File: src/pkg/pfi_pkg.sv
/*
  Constants for the recordable format information zone builder:
  zone geometry, byte positions of generated fields and fixed codes.
  Assumes a byte-wide stream and 24-bit sector numbers.
*/
package pfi_pkg;

  // ----------------------------------------------------------------
  // zone geometry
  // ----------------------------------------------------------------
  localparam logic [23:0] ZONE_START_SECTOR = 24'h02e400;
  localparam int          BLOCK_COUNT       = 192;
  localparam int          SECTORS_PER_BLOCK = 16;
  localparam int          ZONE_SECTORS      = 3072;
  localparam int          SECTOR_BYTES      = 2048;
  localparam logic [3:0]  SECT_FORMAT       = 4'h0;
  localparam logic [3:0]  SECT_MFG          = 4'h1;
  localparam logic [7:0]  MFG_FILL          = 8'h00;

  // ----------------------------------------------------------------
  // byte positions
  // ----------------------------------------------------------------
  localparam logic [10:0] POS_CATEGORY = 11'h000;
  localparam logic [10:0] POS_RATE     = 11'h001;
  localparam logic [10:0] POS_DZ_PAD   = 11'h004;
  localparam logic [10:0] POS_DZ_START = 11'h005;
  localparam logic [10:0] POS_MAX_PAD  = 11'h008;
  localparam logic [10:0] POS_MAX_REC  = 11'h009;
  localparam logic [10:0] POS_L0_PAD   = 11'h00c;
  localparam logic [10:0] POS_L0_REC   = 11'h00d;
  localparam logic [10:0] POS_RSV_LO   = 11'h01c;
  localparam logic [10:0] POS_RSV_HI   = 11'h01f;
  localparam logic [10:0] POS_BOUT_PAD = 11'h020;
  localparam logic [10:0] POS_BOUT     = 11'h021;
  localparam logic [10:0] POS_BIN_PAD  = 11'h024;
  localparam logic [10:0] POS_BIN      = 11'h025;
  localparam logic [10:0] POS_REMAP    = 11'h02a;
  localparam logic [10:0] POS_ZERO_LO  = 11'h02b;
  localparam logic [10:0] POS_ZERO_HI  = 11'h1ff;
  localparam logic [10:0] POS_EXT_LO   = 11'h200;

  // ----------------------------------------------------------------
  // field codes
  // ----------------------------------------------------------------
  localparam logic [23:0] DATA_ZONE_START = 24'h030000;
  localparam logic [3:0]  LAYER_IND       = 4'hf;
  localparam logic [3:0]  CATEGORY_REC    = 4'h2;
  localparam logic [3:0]  RATE_2M52       = 4'h0;
  localparam logic [3:0]  RATE_5M04       = 4'h1;
  localparam logic [3:0]  RATE_10M08      = 4'h2;
  localparam logic [3:0]  RATE_UNSPEC     = 4'hf;

endpackage : pfi_pkg

File: src/hw/pfi_byte_mux.sv
/*
  Per-position byte source selection for the format sector:
  copied, generated or constant zero. Purely combinational.
  Assumes pre_byte is the source byte at the same position.
*/
`timescale 1ns/100ps
module pfi_byte_mux (
  // position
  input  wire logic [10:0] byte_pos,
  input  wire logic [3:0]  sect_idx,
  // sources
  input  wire logic [7:0]  pre_byte,
  input  wire logic [3:0]  rate_code,
  input  wire logic [23:0] max_rec,
  input  wire logic [23:0] l0_field,
  input  wire logic [23:0] border_out,
  input  wire logic [23:0] border_in,
  input  wire logic        border_zero,
  input  wire logic [3:0]  remap_flags,
  // result
  output logic [7:0]       byte_out
);

  // big-endian pick of one byte of a 24-bit sector number
  function automatic logic [7:0] pick(input logic [23:0] v, input logic [10:0] ofs);
    unique case (ofs[1:0])
      2'h0:    pick = v[23:16];
      2'h1:    pick = v[15:8];
      default: pick = v[7:0];
    endcase
  endfunction : pick

  always_comb begin
    byte_out = pre_byte;
    if (sect_idx == pfi_pkg::SECT_MFG) begin
      byte_out = pfi_pkg::MFG_FILL;
    end else if (sect_idx != pfi_pkg::SECT_FORMAT) begin
      byte_out = 8'h00;
    end else if (byte_pos == pfi_pkg::POS_CATEGORY) begin
      byte_out = {pre_byte[7:4], pfi_pkg::LAYER_IND};
    end else if (byte_pos == pfi_pkg::POS_RATE) begin
      byte_out = {pre_byte[7:4], rate_code};
    end else if (byte_pos == pfi_pkg::POS_DZ_PAD || byte_pos == pfi_pkg::POS_MAX_PAD
                 || byte_pos == pfi_pkg::POS_L0_PAD) begin
      byte_out = 8'h00;
    end else if (byte_pos >= pfi_pkg::POS_DZ_START && byte_pos < pfi_pkg::POS_MAX_PAD) begin
      byte_out = pick(pfi_pkg::DATA_ZONE_START, byte_pos - pfi_pkg::POS_DZ_START);
    end else if (byte_pos >= pfi_pkg::POS_MAX_REC && byte_pos < pfi_pkg::POS_L0_PAD) begin
      byte_out = pick(max_rec, byte_pos - pfi_pkg::POS_MAX_REC);
    end else if (byte_pos >= pfi_pkg::POS_L0_REC && byte_pos < 11'h010) begin
      byte_out = pick(l0_field, byte_pos - pfi_pkg::POS_L0_REC);
    end else if (byte_pos >= pfi_pkg::POS_RSV_LO && byte_pos <= pfi_pkg::POS_RSV_HI) begin
      byte_out = 8'h00;
    end else if (byte_pos >= pfi_pkg::POS_BOUT_PAD && byte_pos < 11'h028) begin
      // whole border field collapses to zero when unusable
      if (border_zero || byte_pos == pfi_pkg::POS_BOUT_PAD
          || byte_pos == pfi_pkg::POS_BIN_PAD) begin
        byte_out = 8'h00;
      end else if (byte_pos < pfi_pkg::POS_BIN_PAD) begin
        byte_out = pick(border_out, byte_pos - pfi_pkg::POS_BOUT);
      end else begin
        byte_out = pick(border_in, byte_pos - pfi_pkg::POS_BIN);
      end
    end else if (byte_pos == pfi_pkg::POS_REMAP) begin
      byte_out = {4'h0, remap_flags};
    end else if (byte_pos >= pfi_pkg::POS_ZERO_LO && byte_pos <= pfi_pkg::POS_ZERO_HI) begin
      byte_out = 8'h00;
    end
  end

endmodule : pfi_byte_mux

File: src/hw/phys_format_info_builder.sv
/*
  Builds the byte stream of the recordable format information zone:
  192 identical 16-sector blocks, format sector first in each block.
  Assumes a source that returns PRE_DATA for PRE_ADDR in the same cycle
  and a sector writer that pulls bytes with OUT_VALID/OUT_READY.
*/
// How it works
// - zone is 192 blocks from sector 02E400
// - inputs frozen so all blocks repeat identically
// - manufacturing sector filled with fixed value
// - unlisted format bytes copied from source
// - byte 0 low nibble forced to 1111
// - byte 1 low nibble only legal rate codes
// - data zone start fields fixed, pads zero
// - bytes 9-11 carry highest recorded sector
// - bytes 13-15 chosen by management format
// - reserved bytes 28-31, 43-511 are zero
// - border out/in starts, pad bytes zero
// - disk-at-once zeroes all border bytes
// - incremental mode passes border starts through
// - format-1 or unused field zeroes border
// - byte 42 holds four remap flags
// - bytes 512-2047 copied from extended source
// - category nibble passed through, checked 0010
`timescale 1ns/100ps
module phys_format_info_builder (
  // clock and reset
  input  wire logic        SYS_CLK,
  input  wire logic        ARST_N,
  // control and status
  input  wire logic        START,
  output logic             BUSY,
  output logic             ZONE_DONE,
  output logic             CATEGORY_MISMATCH,
  output logic             RATE_CLAMPED,
  // recording state
  input  wire logic [3:0]  RATE_CODE,
  input  wire logic [23:0] MAX_REC_SECTOR,
  input  wire logic [23:0] L0_MAX_REC_SECTOR,
  input  wire logic [23:0] L0_END_SECTOR,
  input  wire logic        L1_RECORDED,
  input  wire logic        MGMT_FORMAT4,
  input  wire logic        DISC_AT_ONCE,
  input  wire logic        BORDER_FIELD_USED,
  input  wire logic [23:0] BORDER_OUT_START,
  input  wire logic [23:0] BORDER_IN_START,
  input  wire logic [3:0]  REMAP_VALID,
  // pre-recorded source
  output logic [10:0]      PRE_ADDR,
  input  wire logic [7:0]  PRE_DATA,
  // sector stream
  output logic [7:0]       OUT_DATA,
  output logic             OUT_VALID,
  input  wire logic        OUT_READY,
  output logic [10:0]      OUT_POS,
  output logic [23:0]      OUT_SECTOR,
  output logic             OUT_SOS,
  output logic             OUT_ZONE_END
);

  typedef enum logic [2:0] {
    S_IDLE  = 3'b001,
    S_RUN   = 3'b010,
    S_DRAIN = 3'b100
  } state_t;

  state_t      state_ff;
  state_t      nxt_state;

  logic [3:0]  rate_ff;
  logic [23:0] max_rec_ff;
  logic [23:0] l0_field_ff;
  logic [23:0] bout_ff;
  logic [23:0] bin_ff;
  logic        border_zero_ff;
  logic [3:0]  remap_ff;

  logic [10:0] byte_pos;
  logic [3:0]  sect_idx;
  logic [7:0]  block_idx;
  logic        zone_last;
  logic        slot_free;
  logic        load;
  logic        start_ok;
  logic        rate_legal;
  logic [7:0]  nxt_byte;

  logic [7:0]  out_data_ff;
  logic        out_valid_ff;
  logic [10:0] out_pos_ff;
  logic [3:0]  out_sect_ff;
  logic [23:0] out_sector_ff;
  logic        out_end_ff;
  logic        done_ff;
  logic        cat_bad_ff;
  logic        clamp_ff;

  // ----------------------------------------------------------------
  // sequencing
  // ----------------------------------------------------------------
  assign slot_free = ~out_valid_ff | OUT_READY;
  assign load      = (state_ff == S_RUN) & slot_free;
  assign start_ok  = (state_ff == S_IDLE) & START;

  always_comb begin
    nxt_state = state_ff;
    unique case (state_ff)
      S_IDLE:  if (START) nxt_state = S_RUN;
      S_RUN:   if (load && zone_last) nxt_state = S_DRAIN;
      S_DRAIN: if (OUT_READY) nxt_state = S_IDLE;
    endcase
  end

  always_ff @(posedge SYS_CLK or negedge ARST_N) begin
    if (!ARST_N) begin
      state_ff <= S_IDLE;
    end else begin
      state_ff <= nxt_state;
    end
  end

  always_ff @(posedge SYS_CLK or negedge ARST_N) begin
    if (!ARST_N) begin
      done_ff <= 1'b0;
    end else begin
      done_ff <= (state_ff == S_DRAIN) & OUT_READY;
    end
  end

  zone_position_counter #(
    .BYTES  (pfi_pkg::SECTOR_BYTES),
    .SECTS  (pfi_pkg::SECTORS_PER_BLOCK),
    .BLOCKS (pfi_pkg::BLOCK_COUNT)
  ) u_pos (
    .clk       (SYS_CLK),
    .rst_n     (ARST_N),
    .clear     (start_ok),
    .step      (load),
    .byte_pos  (byte_pos),
    .sect_idx  (sect_idx),
    .block_idx (block_idx),
    .zone_last (zone_last)
  );

  // ----------------------------------------------------------------
  // recording state snapshot
  // ----------------------------------------------------------------
  // taken once per zone; changes mid-zone would break block repetition
  assign rate_legal = (RATE_CODE == pfi_pkg::RATE_2M52) | (RATE_CODE == pfi_pkg::RATE_5M04)
                    | (RATE_CODE == pfi_pkg::RATE_10M08) | (RATE_CODE == pfi_pkg::RATE_UNSPEC);

  always_ff @(posedge SYS_CLK or negedge ARST_N) begin
    if (!ARST_N) begin
      rate_ff        <= pfi_pkg::RATE_UNSPEC;
      max_rec_ff     <= 24'h000000;
      l0_field_ff    <= 24'h000000;
      bout_ff        <= 24'h000000;
      bin_ff         <= 24'h000000;
      border_zero_ff <= 1'b1;
      remap_ff       <= 4'h0;
      clamp_ff       <= 1'b0;
    end else if (start_ok) begin
      rate_ff    <= rate_legal ? RATE_CODE : pfi_pkg::RATE_UNSPEC;
      clamp_ff   <= ~rate_legal;
      max_rec_ff <= MAX_REC_SECTOR;
      if (MGMT_FORMAT4) begin
        l0_field_ff <= L0_END_SECTOR;
      end else if (!L1_RECORDED) begin
        l0_field_ff <= MAX_REC_SECTOR;
      end else begin
        l0_field_ff <= L0_MAX_REC_SECTOR;
      end
      bout_ff        <= BORDER_OUT_START;
      bin_ff         <= BORDER_IN_START;
      border_zero_ff <= DISC_AT_ONCE | ~MGMT_FORMAT4 | ~BORDER_FIELD_USED;
      remap_ff       <= REMAP_VALID;
    end
  end

  pfi_byte_mux u_mux (
    .byte_pos    (byte_pos),
    .sect_idx    (sect_idx),
    .pre_byte    (PRE_DATA),
    .rate_code   (rate_ff),
    .max_rec     (max_rec_ff),
    .l0_field    (l0_field_ff),
    .border_out  (bout_ff),
    .border_in   (bin_ff),
    .border_zero (border_zero_ff),
    .remap_flags (remap_ff),
    .byte_out    (nxt_byte)
  );

  // ----------------------------------------------------------------
  // output stage
  // ----------------------------------------------------------------
  always_ff @(posedge SYS_CLK or negedge ARST_N) begin
    if (!ARST_N) begin
      out_valid_ff <= 1'b0;
    end else if (load) begin
      out_valid_ff <= 1'b1;
    end else if (OUT_READY) begin
      out_valid_ff <= 1'b0;
    end
  end

  always_ff @(posedge SYS_CLK or negedge ARST_N) begin
    if (!ARST_N) begin
      out_data_ff   <= 8'h00;
      out_pos_ff    <= 11'h000;
      out_sect_ff   <= 4'h0;
      out_sector_ff <= 24'h000000;
      out_end_ff    <= 1'b0;
    end else if (load) begin
      out_data_ff   <= nxt_byte;
      out_pos_ff    <= byte_pos;
      out_sect_ff   <= sect_idx;
      out_sector_ff <= pfi_pkg::ZONE_START_SECTOR + {12'h000, block_idx, sect_idx};
      out_end_ff    <= zone_last;
    end
  end

  // sticky per zone; source category should read recordable
  always_ff @(posedge SYS_CLK or negedge ARST_N) begin
    if (!ARST_N) begin
      cat_bad_ff <= 1'b0;
    end else if (start_ok) begin
      cat_bad_ff <= 1'b0;
    end else if (load && sect_idx == pfi_pkg::SECT_FORMAT
                 && byte_pos == pfi_pkg::POS_CATEGORY
                 && PRE_DATA[7:4] != pfi_pkg::CATEGORY_REC) begin
      cat_bad_ff <= 1'b1;
    end
  end

  assign PRE_ADDR          = byte_pos;
  assign OUT_DATA          = out_data_ff;
  assign OUT_VALID         = out_valid_ff;
  assign OUT_POS           = out_pos_ff;
  assign OUT_SECTOR        = out_sector_ff;
  assign OUT_SOS           = out_valid_ff & (out_pos_ff == 11'h000);
  assign OUT_ZONE_END      = out_valid_ff & out_end_ff;
  assign BUSY              = (state_ff != S_IDLE);
  assign ZONE_DONE         = done_ff;
  assign CATEGORY_MISMATCH = cat_bad_ff;
  assign RATE_CLAMPED      = clamp_ff;

  // ----------------------------------------------------------------
  // assertions
  // ----------------------------------------------------------------
  logic fmt_out;
  assign fmt_out = out_valid_ff & (out_sect_ff == pfi_pkg::SECT_FORMAT);

  property p_zone_span;
    @(posedge SYS_CLK) disable iff (!ARST_N)
    OUT_ZONE_END |-> (OUT_SECTOR == 24'h02efff) && (OUT_POS == 11'h7ff);
  endproperty
  a_zone_span: assert property (p_zone_span)
    else $error("zone end not at last sector of range");

  property p_frozen;
    @(posedge SYS_CLK) disable iff (!ARST_N)
    (state_ff == S_RUN) |=> $stable(rate_ff) && $stable(max_rec_ff) && $stable(remap_ff);
  endproperty
  a_frozen: assert property (p_frozen)
    else $error("recording snapshot changed during zone");

  property p_layer;
    @(posedge SYS_CLK) disable iff (!ARST_N)
    fmt_out && (OUT_POS == 11'h000) |-> OUT_DATA[3:0] == 4'hf;
  endproperty
  a_layer: assert property (p_layer)
    else $error("layer indicator not 1111");

  property p_rate;
    @(posedge SYS_CLK) disable iff (!ARST_N)
    fmt_out && (OUT_POS == 11'h001)
      |-> OUT_DATA[3:0] inside {4'h0, 4'h1, 4'h2, 4'hf};
  endproperty
  a_rate: assert property (p_rate)
    else $error("illegal transfer rate code");

  property p_dz_start;
    @(posedge SYS_CLK) disable iff (!ARST_N)
    fmt_out && (OUT_POS >= 11'h004) && (OUT_POS <= 11'h008)
      |-> OUT_DATA == ((OUT_POS == 11'h005) ? 8'h03 : 8'h00);
  endproperty
  a_dz_start: assert property (p_dz_start)
    else $error("data zone start field wrong");

  property p_reserved;
    @(posedge SYS_CLK) disable iff (!ARST_N)
    fmt_out && (((OUT_POS >= 11'h01c) && (OUT_POS <= 11'h01f))
      || ((OUT_POS >= 11'h02b) && (OUT_POS <= 11'h1ff))) |-> OUT_DATA == 8'h00;
  endproperty
  a_reserved: assert property (p_reserved)
    else $error("reserved byte not zero");

  property p_dao_border;
    @(posedge SYS_CLK) disable iff (!ARST_N)
    fmt_out && border_zero_ff && (OUT_POS >= 11'h020) && (OUT_POS <= 11'h027)
      |-> OUT_DATA == 8'h00;
  endproperty
  a_dao_border: assert property (p_dao_border)
    else $error("border byte not zero when field unusable");

  property p_remap;
    @(posedge SYS_CLK) disable iff (!ARST_N)
    fmt_out && (OUT_POS == 11'h02a) |-> OUT_DATA == {4'h0, remap_ff};
  endproperty
  a_remap: assert property (p_remap)
    else $error("remap flag byte wrong");

  property p_ext_copy;
    @(posedge SYS_CLK) disable iff (!ARST_N)
    load && (sect_idx == pfi_pkg::SECT_FORMAT) && (byte_pos >= 11'h200)
      |=> OUT_DATA == $past(PRE_DATA);
  endproperty
  a_ext_copy: assert property (p_ext_copy)
    else $error("extended byte not copied");

  property p_hold;
    @(posedge SYS_CLK) disable iff (!ARST_N)
    OUT_VALID && !OUT_READY |=> OUT_VALID && $stable(OUT_DATA) && $stable(OUT_POS);
  endproperty
  a_hold: assert property (p_hold)
    else $error("stream byte dropped under back-pressure");

endmodule : phys_format_info_builder

File: src/hw/zone_position_counter.sv
/*
  Byte, sector and block position counters for one pass over the zone.
  Assumes clear and step are never high together.
*/
`timescale 1ns/100ps
module zone_position_counter #(
  parameter int BYTES  = 2048,
  parameter int SECTS  = 16,
  parameter int BLOCKS = 192
) (
  // clock and reset
  input  wire logic                      clk,
  input  wire logic                      rst_n,
  // control
  input  wire logic                      clear,
  input  wire logic                      step,
  // position
  output logic [$clog2(BYTES)-1:0]       byte_pos,
  output logic [$clog2(SECTS)-1:0]       sect_idx,
  output logic [$clog2(BLOCKS)-1:0]      block_idx,
  output logic                           zone_last
);

  localparam int BW = $clog2(BYTES);
  localparam int SW = $clog2(SECTS);
  localparam int KW = $clog2(BLOCKS);

  logic byte_last;
  logic sect_last;
  logic block_last;

  assign byte_last  = (byte_pos == BW'(BYTES - 1));
  assign sect_last  = (sect_idx == SW'(SECTS - 1));
  assign block_last = (block_idx == KW'(BLOCKS - 1));
  assign zone_last  = byte_last & sect_last & block_last;

  always_ff @(posedge clk or negedge rst_n) begin
    if (!rst_n) begin
      byte_pos <= '0;
    end else if (clear || (step && byte_last)) begin
      byte_pos <= '0;
    end else if (step) begin
      byte_pos <= byte_pos + BW'(1);
    end
  end

  always_ff @(posedge clk or negedge rst_n) begin
    if (!rst_n) begin
      sect_idx <= '0;
    end else if (clear || (step && byte_last && sect_last)) begin
      sect_idx <= '0;
    end else if (step && byte_last) begin
      sect_idx <= sect_idx + SW'(1);
    end
  end

  always_ff @(posedge clk or negedge rst_n) begin
    if (!rst_n) begin
      block_idx <= '0;
    end else if (clear || (step && zone_last)) begin
      block_idx <= '0;
    end else if (step && byte_last && sect_last) begin
      block_idx <= block_idx + KW'(1);
    end
  end

endmodule : zone_position_counter

File: config.mk
export PLATFORM = sky130hd
export DESIGN_NAME = phys_format_info_builder
export DESIGN_NICKNAME = d
export VERILOG_FILES = /design/src/pkg/pfi_pkg.sv /design/src/hw/pfi_byte_mux.sv /design/src/hw/phys_format_info_builder.sv /design/src/hw/zone_position_counter.sv
export SDC_FILE = /design/constraint.sdc
export NUM_CORES = 1
export LEC_CHECK = 0
export ABC_AREA = 1
export BUFFER_PORTS_ARGS = -buffer_cell sky130_fd_sc_hd__buf_2
export CELL_PAD_IN_SITES_DETAIL_PLACEMENT = 1
export CELL_PAD_IN_SITES_GLOBAL_PLACEMENT = 1
export CORE_MARGIN = 2
export CORE_UTILIZATION = 37
export CTS_BUF_LIST = sky130_fd_sc_hd__clkbuf_4
export CTS_CLUSTER_DIAMETER = 100
export DETAILED_ROUTE_END_ITERATION = 10
export PLACE_DENSITY_LB_ADDON = 0.1
export SYNTH_ARGS = -nofsm -noshare
export SYNTH_HDL_FRONTEND = slang
export SYNTH_HIERARCHICAL = 1
export SYNTH_SLANG_ARGS = --single-unit
File: constraint.sdc
create_clock -name SYS_CLK -period 2.1 [get_ports SYS_CLK]
set_clock_uncertainty 0.05 [all_clocks]
set_input_delay 0.21 -clock SYS_CLK [delete_from_list [all_inputs] [get_ports SYS_CLK]]
set_output_delay 0.21 -clock SYS_CLK [all_outputs]
set_load 0.01 [all_outputs]
# Word level (Yosys, flattened, before mapping)
# Index checks and enable logic that the tools add are counted.
[totals]
reg_bits = 179
in_bits = 144
output_inout_bits = 61
[op_classes]
n_addsub = 9
order_cmp = 13
n_eq_ne = 26
n_mux = 36
bitwise = 17
reduce_logical = 35
[op_table]
columns = ["op", "count"]
rows = [
  ["two-way mux 8 bit", 16],
  ["case mux 8 bit (2 select lines)", 4],
  ["two-way mux 24 bit", 2],
  ["== test 11 x 6 -> 1 bit (second input constant)", 3],
  ["== test 11 x 4 -> 1 bit (second input constant)", 2],
  ["greater-or-equal comparator 11 x 4 -> 1 bit (second input constant)", 2],
  ["greater-or-equal comparator 11 x 6 -> 1 bit (second input constant)", 2],
  ["zero test 11 bit", 2],
  ["less-than comparator 11 x 4 -> 1 bit (second input constant)", 2],
  ["less-than comparator 11 x 6 -> 1 bit (second input constant)", 2],
  ["two-way mux 11 bit", 2],
  ["adder 18 x 12 -> 19 bit (first input constant)", 1],
  ["logical AND 1 bit", 12],
  ["two-way mux 4 bit", 3],
  ["adder 11 x 1 -> 11 bit (second input constant)", 1],
  ["== test 11 x 1 -> 1 bit (second input constant)", 1],
  ["== test 11 bit (second input constant)", 1],
  ["== test 11 x 3 -> 1 bit (second input constant)", 1],
  ["greater-or-equal comparator 11 x 3 -> 1 bit (second input constant)", 1],
  ["greater-or-equal comparator 11 x 5 -> 1 bit (second input constant)", 1],
  ["<= comparator 11 x 5 -> 1 bit (second input constant)", 1],
  ["<= comparator 11 x 9 -> 1 bit (second input constant)", 1],
  ["less-than comparator 11 x 5 -> 1 bit (second input constant)", 1],
  ["zero test 2 bit", 5],
  ["27 further kinds", 67],
]

# Longest topological paths before layout
[logic_depth]
depth_word = 15
mapped_depth = 17

# Hierarchy
# The synthesis kept the hierarchy.
[modules_own_cells]
columns = ["mod", "instances", "cells_each", "area_each_um2"]
rows = [
  ["phys_format_info_builder", 1, 740, 6213.5],
  ["pfi_byte_mux", 1, 362, 1767.9],
  ["zone_position_counter", 1, 170, 1376.3],
]

# Least setup slack after synthesis
# Ideal clock, no wire load.
[synth_path]
path_kind = "reg-to-reg"
start = "reg u_pos.byte_pos[0]"
end = "reg out_data_ff[5] (netlist: OUT_DATA[5])"
setup_ns = 0.065
arrival_ns = 2.169
path_slack_ns = -0.184
stages_incl_launch_ff = 14
synth_period_minus_slack_ns = 2.284
path_cell_list = "dfrtp_1 -> inv_1 -> ha_1 -> buf_2 -> clkinv_1 -> clkbuf_1 -> a21oi_1 -> a211oi_1 -> nor2_1 -> nand2_1 -> nand2_1 -> a21oi_1 -> nand2_1 -> nand2_1"
[synth_via]
elab_chain_cells = 15
[synth_lines]
columns = ["element", "line", "text"]
rows = [
  ["start: declaration", "zone_position_counter.sv:18", "output logic [$clog2(BYTES)-1:0] byte_pos,"],
  ["start signal: assignment", "zone_position_counter.sv:43", "byte_pos <= byte_pos + BW'(1);"],
  ["subtractor 2 x 1 -> 2 bit", "n/a", ""],
  ["== test 2 x 1 -> 1 bit or zero test 2 bit (tied branches)", "pfi_byte_mux.sv:26", "unique case (ofs[1:0])"],
  ["case mux 8 bit (2 select lines)", "pfi_byte_mux.sv:26", ""],
  ["two-way mux 8 bit", "pfi_byte_mux.sv:59", "end else if (byte_pos < pfi_pkg::POS_BIN_PAD) begin"],
  ["two-way mux 8 bit", "pfi_byte_mux.sv:56", "if (border_zero || byte_pos == pfi_pkg::POS_BOUT_PAD"],
  ["two-way mux 8 bit", "pfi_byte_mux.sv:54", "end else if (byte_pos >= pfi_pkg::POS_BOUT_PAD && byte_pos < 11'h028) begin"],
  ["two-way mux 8 bit", "pfi_byte_mux.sv:52", "end else if (byte_pos >= pfi_pkg::POS_RSV_LO && byte_pos <= pfi_pkg::POS_RSV_HI) begin"],
  ["two-way mux 8 bit", "pfi_byte_mux.sv:50", "end else if (byte_pos >= pfi_pkg::POS_L0_REC && byte_pos < 11'h010) begin"],
  ["two-way mux 8 bit", "pfi_byte_mux.sv:48", "end else if (byte_pos >= pfi_pkg::POS_MAX_REC && byte_pos < pfi_pkg::POS_L0_PAD) begin"],
  ["two-way mux 8 bit", "pfi_byte_mux.sv:46", "end else if (byte_pos >= pfi_pkg::POS_DZ_START && byte_pos < pfi_pkg::POS_MAX_PAD) begin"],
  ["two-way mux 8 bit", "pfi_byte_mux.sv:43", "end else if (byte_pos == pfi_pkg::POS_DZ_PAD || byte_pos == pfi_pkg::POS_MAX_PAD"],
  ["two-way mux 8 bit", "pfi_byte_mux.sv:41", "end else if (byte_pos == pfi_pkg::POS_RATE) begin"],
  ["two-way mux 8 bit (*)", "pfi_byte_mux.sv:39", "end else if (byte_pos == pfi_pkg::POS_CATEGORY) begin"],
  ["two-way mux 8 bit (*)", "pfi_byte_mux.sv:37", "end else if (sect_idx != pfi_pkg::SECT_FORMAT) begin"],
  ["two-way mux 8 bit (*)", "pfi_byte_mux.sv:35", "if (sect_idx == pfi_pkg::SECT_MFG) begin"],
  ["via nxt_byte[5]", "phys_format_info_builder.sv:86", "logic [7:0] nxt_byte;"],
  ["end signal: assignment", "phys_format_info_builder.sv:215", "out_data_ff <= nxt_byte;"],
  ["end: declaration", "phys_format_info_builder.sv:88", "logic [7:0] out_data_ff;"],
]
# Mark *: on every way through the listed nets, which the timed path passes. The rest lies on a longest branch.
# A chain may end at the register's enable or synchronous reset.

# Final worst setup path
[layout_path]
start = "reg u_pos.byte_pos[0]"
end = "reg out_data_ff[7] (netlist: OUT_DATA[7])"
# Same word-level chain as after synthesis.

==> impl_metrics.json <==
{
  "outcome": "finished, violations left",
  "violations": "setup timing",
  "synth-adder-area-share_pct": 1.07,
  "crit_required_ps": 2540,
  "hp-class": "primary input to flip-flop",
  "numCtsBuffers": 17,
  "start_util_pct": 37.4,
  "power.leakage_nw": 6.72,
  "drive_above_1_share_pct": 24.9,
  "cts_max_level": 4,
  "worst_slack_ps": -59.0,
  "drc": 0,
  "cts_tree": "yes",
  "die_w_um": 163,
  "grt_overflow": 0,
  "grt_max_degree": 130,
  "met2_length_mm": 17.6,
  "die_y_um": 163,
  "power.total_mw": 10.6,
  "clk_latency_ps": 590,
  "ios": 205,
  "ant_nets": 0,
  "max_slew_margin_pct": 50.0,
  "area.growth.synth_to_final_pct": 39.9,
  "end_kind": "flip-flop",
  "top_layer_used": "met4",
  "fin_crit_ps": 2160,
  "p_seq_share_pct": 36.1,
  "layout_common_cells": "nand2_1 (505), buf_2 (196), dfrtp_1 (157), dlygate4sd3_1 (139), nor2_1 (111)",
  "syn_area_um2": 9360,
  "core_area_um2": 25000,
  "max_freq_mhz": 463,
  "cts.clk_slew.worst_paths_ps": 160,
  "setup_viol": 6,
  "synth_compound_area_share_pct": 11.5,
  "yosysWarningCount": 6,
  "p_sw_share_pct": 40.9,
  "max_cap_violations": 0,
  "gp_congestion": 0.843,
  "grt_use_total_pct": 26.3,
  "portBuffers": 197,
  "viasPerCell": 4.97,
  "synth-simple-area-share_pct": 33.4,
  "worst_pin_slew_ps": 750,
  "total_switching_power_mw": 4.34,
  "synthXorXnorAreaFrac_pct": 0.374,
  "fin_nets": 1790,
  "powerDensity_nw_per_um2": 811,
  "slew_violations": 0,
  "drt_wl_total_mm": 34.3,
  "comb_power_share_pct": 44.3,
  "crit_arrival_ps": 2600,
  "synth_top_area_cell": "dfrtp_1",
  "clock_path_buffers": 2,
  "antenna_found_initial": 1,
  "ys_types": 52,
  "fin_tns_setup_ps": -150,
  "synth_top_family_by_area": "simple AND/OR/NAND/NOR gates",
  "clock-root-buffer": "clkbuf_4",
  "rows": 58,
  "ys_ff_latch": 169,
  "syn_avg_cell_area_um2": 7.36,
  "p_int_mw": 6.27,
  "vdd_drop_max_mv": 0.459,
  "synth.top_cells.by_area": "dfrtp_1 (44%), nand2_1 (21%), o21ai_0 (5.3%)",
  "final_common_cell": "nand2_1",
  "dr.first_iter.drc_count": 490,
  "wl_per_cell_um": 17.3,
  "critPathMaxFanout": 13,
  "post-dp-hpwl_mm": 22.3,
  "finalCritPeriodShare_pct": 103,
  "grt_pass1_wl_mm": 54.6,
  "syn_inst": 1272,
  "synthMuxAreaShare_pct": 0.321,
  "clock_sinks": 169,
  "die_area_um2": 26600,
  "first_global_vias": 10300,
  "vias": 9860,
  "finalHoldViolations": 0,
  "rsz0062_at_grt": "true",
  "met3_length_mm": 1.11,
  "synth_top_area_share_pct": 43.6,
  "wl_met1_mm": 15.0,
  "synth_seq_area_share_pct": 45.3,
  "critPathKind": "flip-flop to flip-flop",
  "start_kind": "flip-flop",
  "dr.pass1.iters": 5,
  "clock_power_share_pct": 19.6
}
[stage by stage]
step | util, % | hold slack [ps] | area [um2] | instances | setup WS (ps)
final | 52.3 | 50.3 | 13100 | 1983 | -59.0
after global routing | 52.3 | 35.1 | 13100 | 1983 | -161
after CTS | 51.1 | 4.88 | 12800 | 1970 | -31.6
after detailed placement | 43.5 | 192 | 10900 | 1791 | -88.6
after global placement | 43.5 | 184 | 10900 | 1791 | -52.8
after floorplan | - | -136 | 9390 | 1278 | 7.57
[flip-flops by register name (all words and copies together) (netlist names), 3 cells and up]
| name | cells |
|---|---|
| bout_ff | 24 |
| l0_field_ff | 24 |
| remap_ff | 4 |
| bin_ff | 24 |
| OUT_POS | 11 |
| rate_ff | 4 |
| u_pos/byte_pos | 11 |
| OUT_DATA | 8 |
| state_ff | 3 |
| u_pos/sect_idx | 4 |
| OUT_SECTOR | 14 |
| u_pos/block_idx | 8 |
| max_rec_ff | 24 |
[worst max-delay path, cell delays in order, from the launching register on]
cell     delay [ps]
dfrtp_2         470
buf_4           150
ha_4            180
buf_12          130
buf_16          140
buf_4           140
a221o_1         320
o21ai_1          80
a21oi_1          70
nand2_1         110
a21oi_1          70
nand2_1          80
nand2_1          50
[cell type report]
class                   instances  area (um2)
clock inverters                15         176
flip-flops and latches        169        4240
repair buffers                409        3160
inverters                      87         342
clock buffers                  17         128
well taps                     330         413
diodes                          2        5.00
multi-input cells             954        4620
fillers                      3205       11900
[timing repair]
item,CTS,global route
setup endpoints to repair,9,12
hold buffers,139,0
hold endpoints to repair,268,0
pin swaps,6,14
buffers inserted,5,11
resized for setup,31,61
cloned,3,0
[synth_stat cells (all sizes together)]
cell type,instances
and2,1
clkbuf,11
xor2,2
a21boi,1
mux2i,3
xnor2,2
nor4b,1
or2,1
nor3,7
nor2,128
ha,8
dfstp,6
a211oi,6
nand4,13
a21oi,38
o21ai,133
o211ai,1
dfrtp,163
nand3,53
nor4,1
conb,1
o22ai,4
a31oi,2
a22o,4
nand2,523
inv,86
a221oi,2
nor3b,4
clkinv,1
or4,1
buf,57
nand3b,3
a221o,5
[cells by family (layout without fill, tap and decap cells)]
logic type      count (synthesis)  in the layout
other cells                     1              9
flops                         169            169
buf+inv                       155            528
compound gates                196            196
simple gates                  736            736
xor+xnor                        4              4
mux                             3              3
fa+ha+maj                       8              8
[routing by layer]
metal / vias up / track usage, %
met5: - / 0
li1: 4771 / -
met1: 4843 / 33.2
met4: 0 / 7.20
met3: 41 / 3.48
met2: 205 / 47.1
[power by group through the flow]
stage                     Combinational, mW  Sequential, mW  Clock, mW
final                                  4.70            3.83       2.09
after global routing                   5.12            3.86       2.27
after CTS                              4.34            3.80       2.17
after detailed placement               3.63            3.85          0
after global placement                 3.58            3.85          0
after floorplan                        1.99            3.92          0
[worst paths after layout]
check | from | to | slack, ps | depth (start not counted)
worst max register to register | u_pos/byte_pos[0] | OUT_DATA[7] | -60 | 12
worst min-delay path | L0_MAX_REC_SECTOR[7] | l0_field_ff[7] | 50 | 5
min in group asynchronous | ARST_N | OUT_POS[0] | 100 | 2
max in group asynchronous | ARST_N | rate_ff[2] | 1200 | 3
worst min register to register | rate_ff[2] | rate_ff[2] | 440 | 2
worst max-delay path | u_pos/byte_pos[0] | OUT_DATA[7] | -60 | 12
Note: power is estimated with default switching activity, not from simulation.
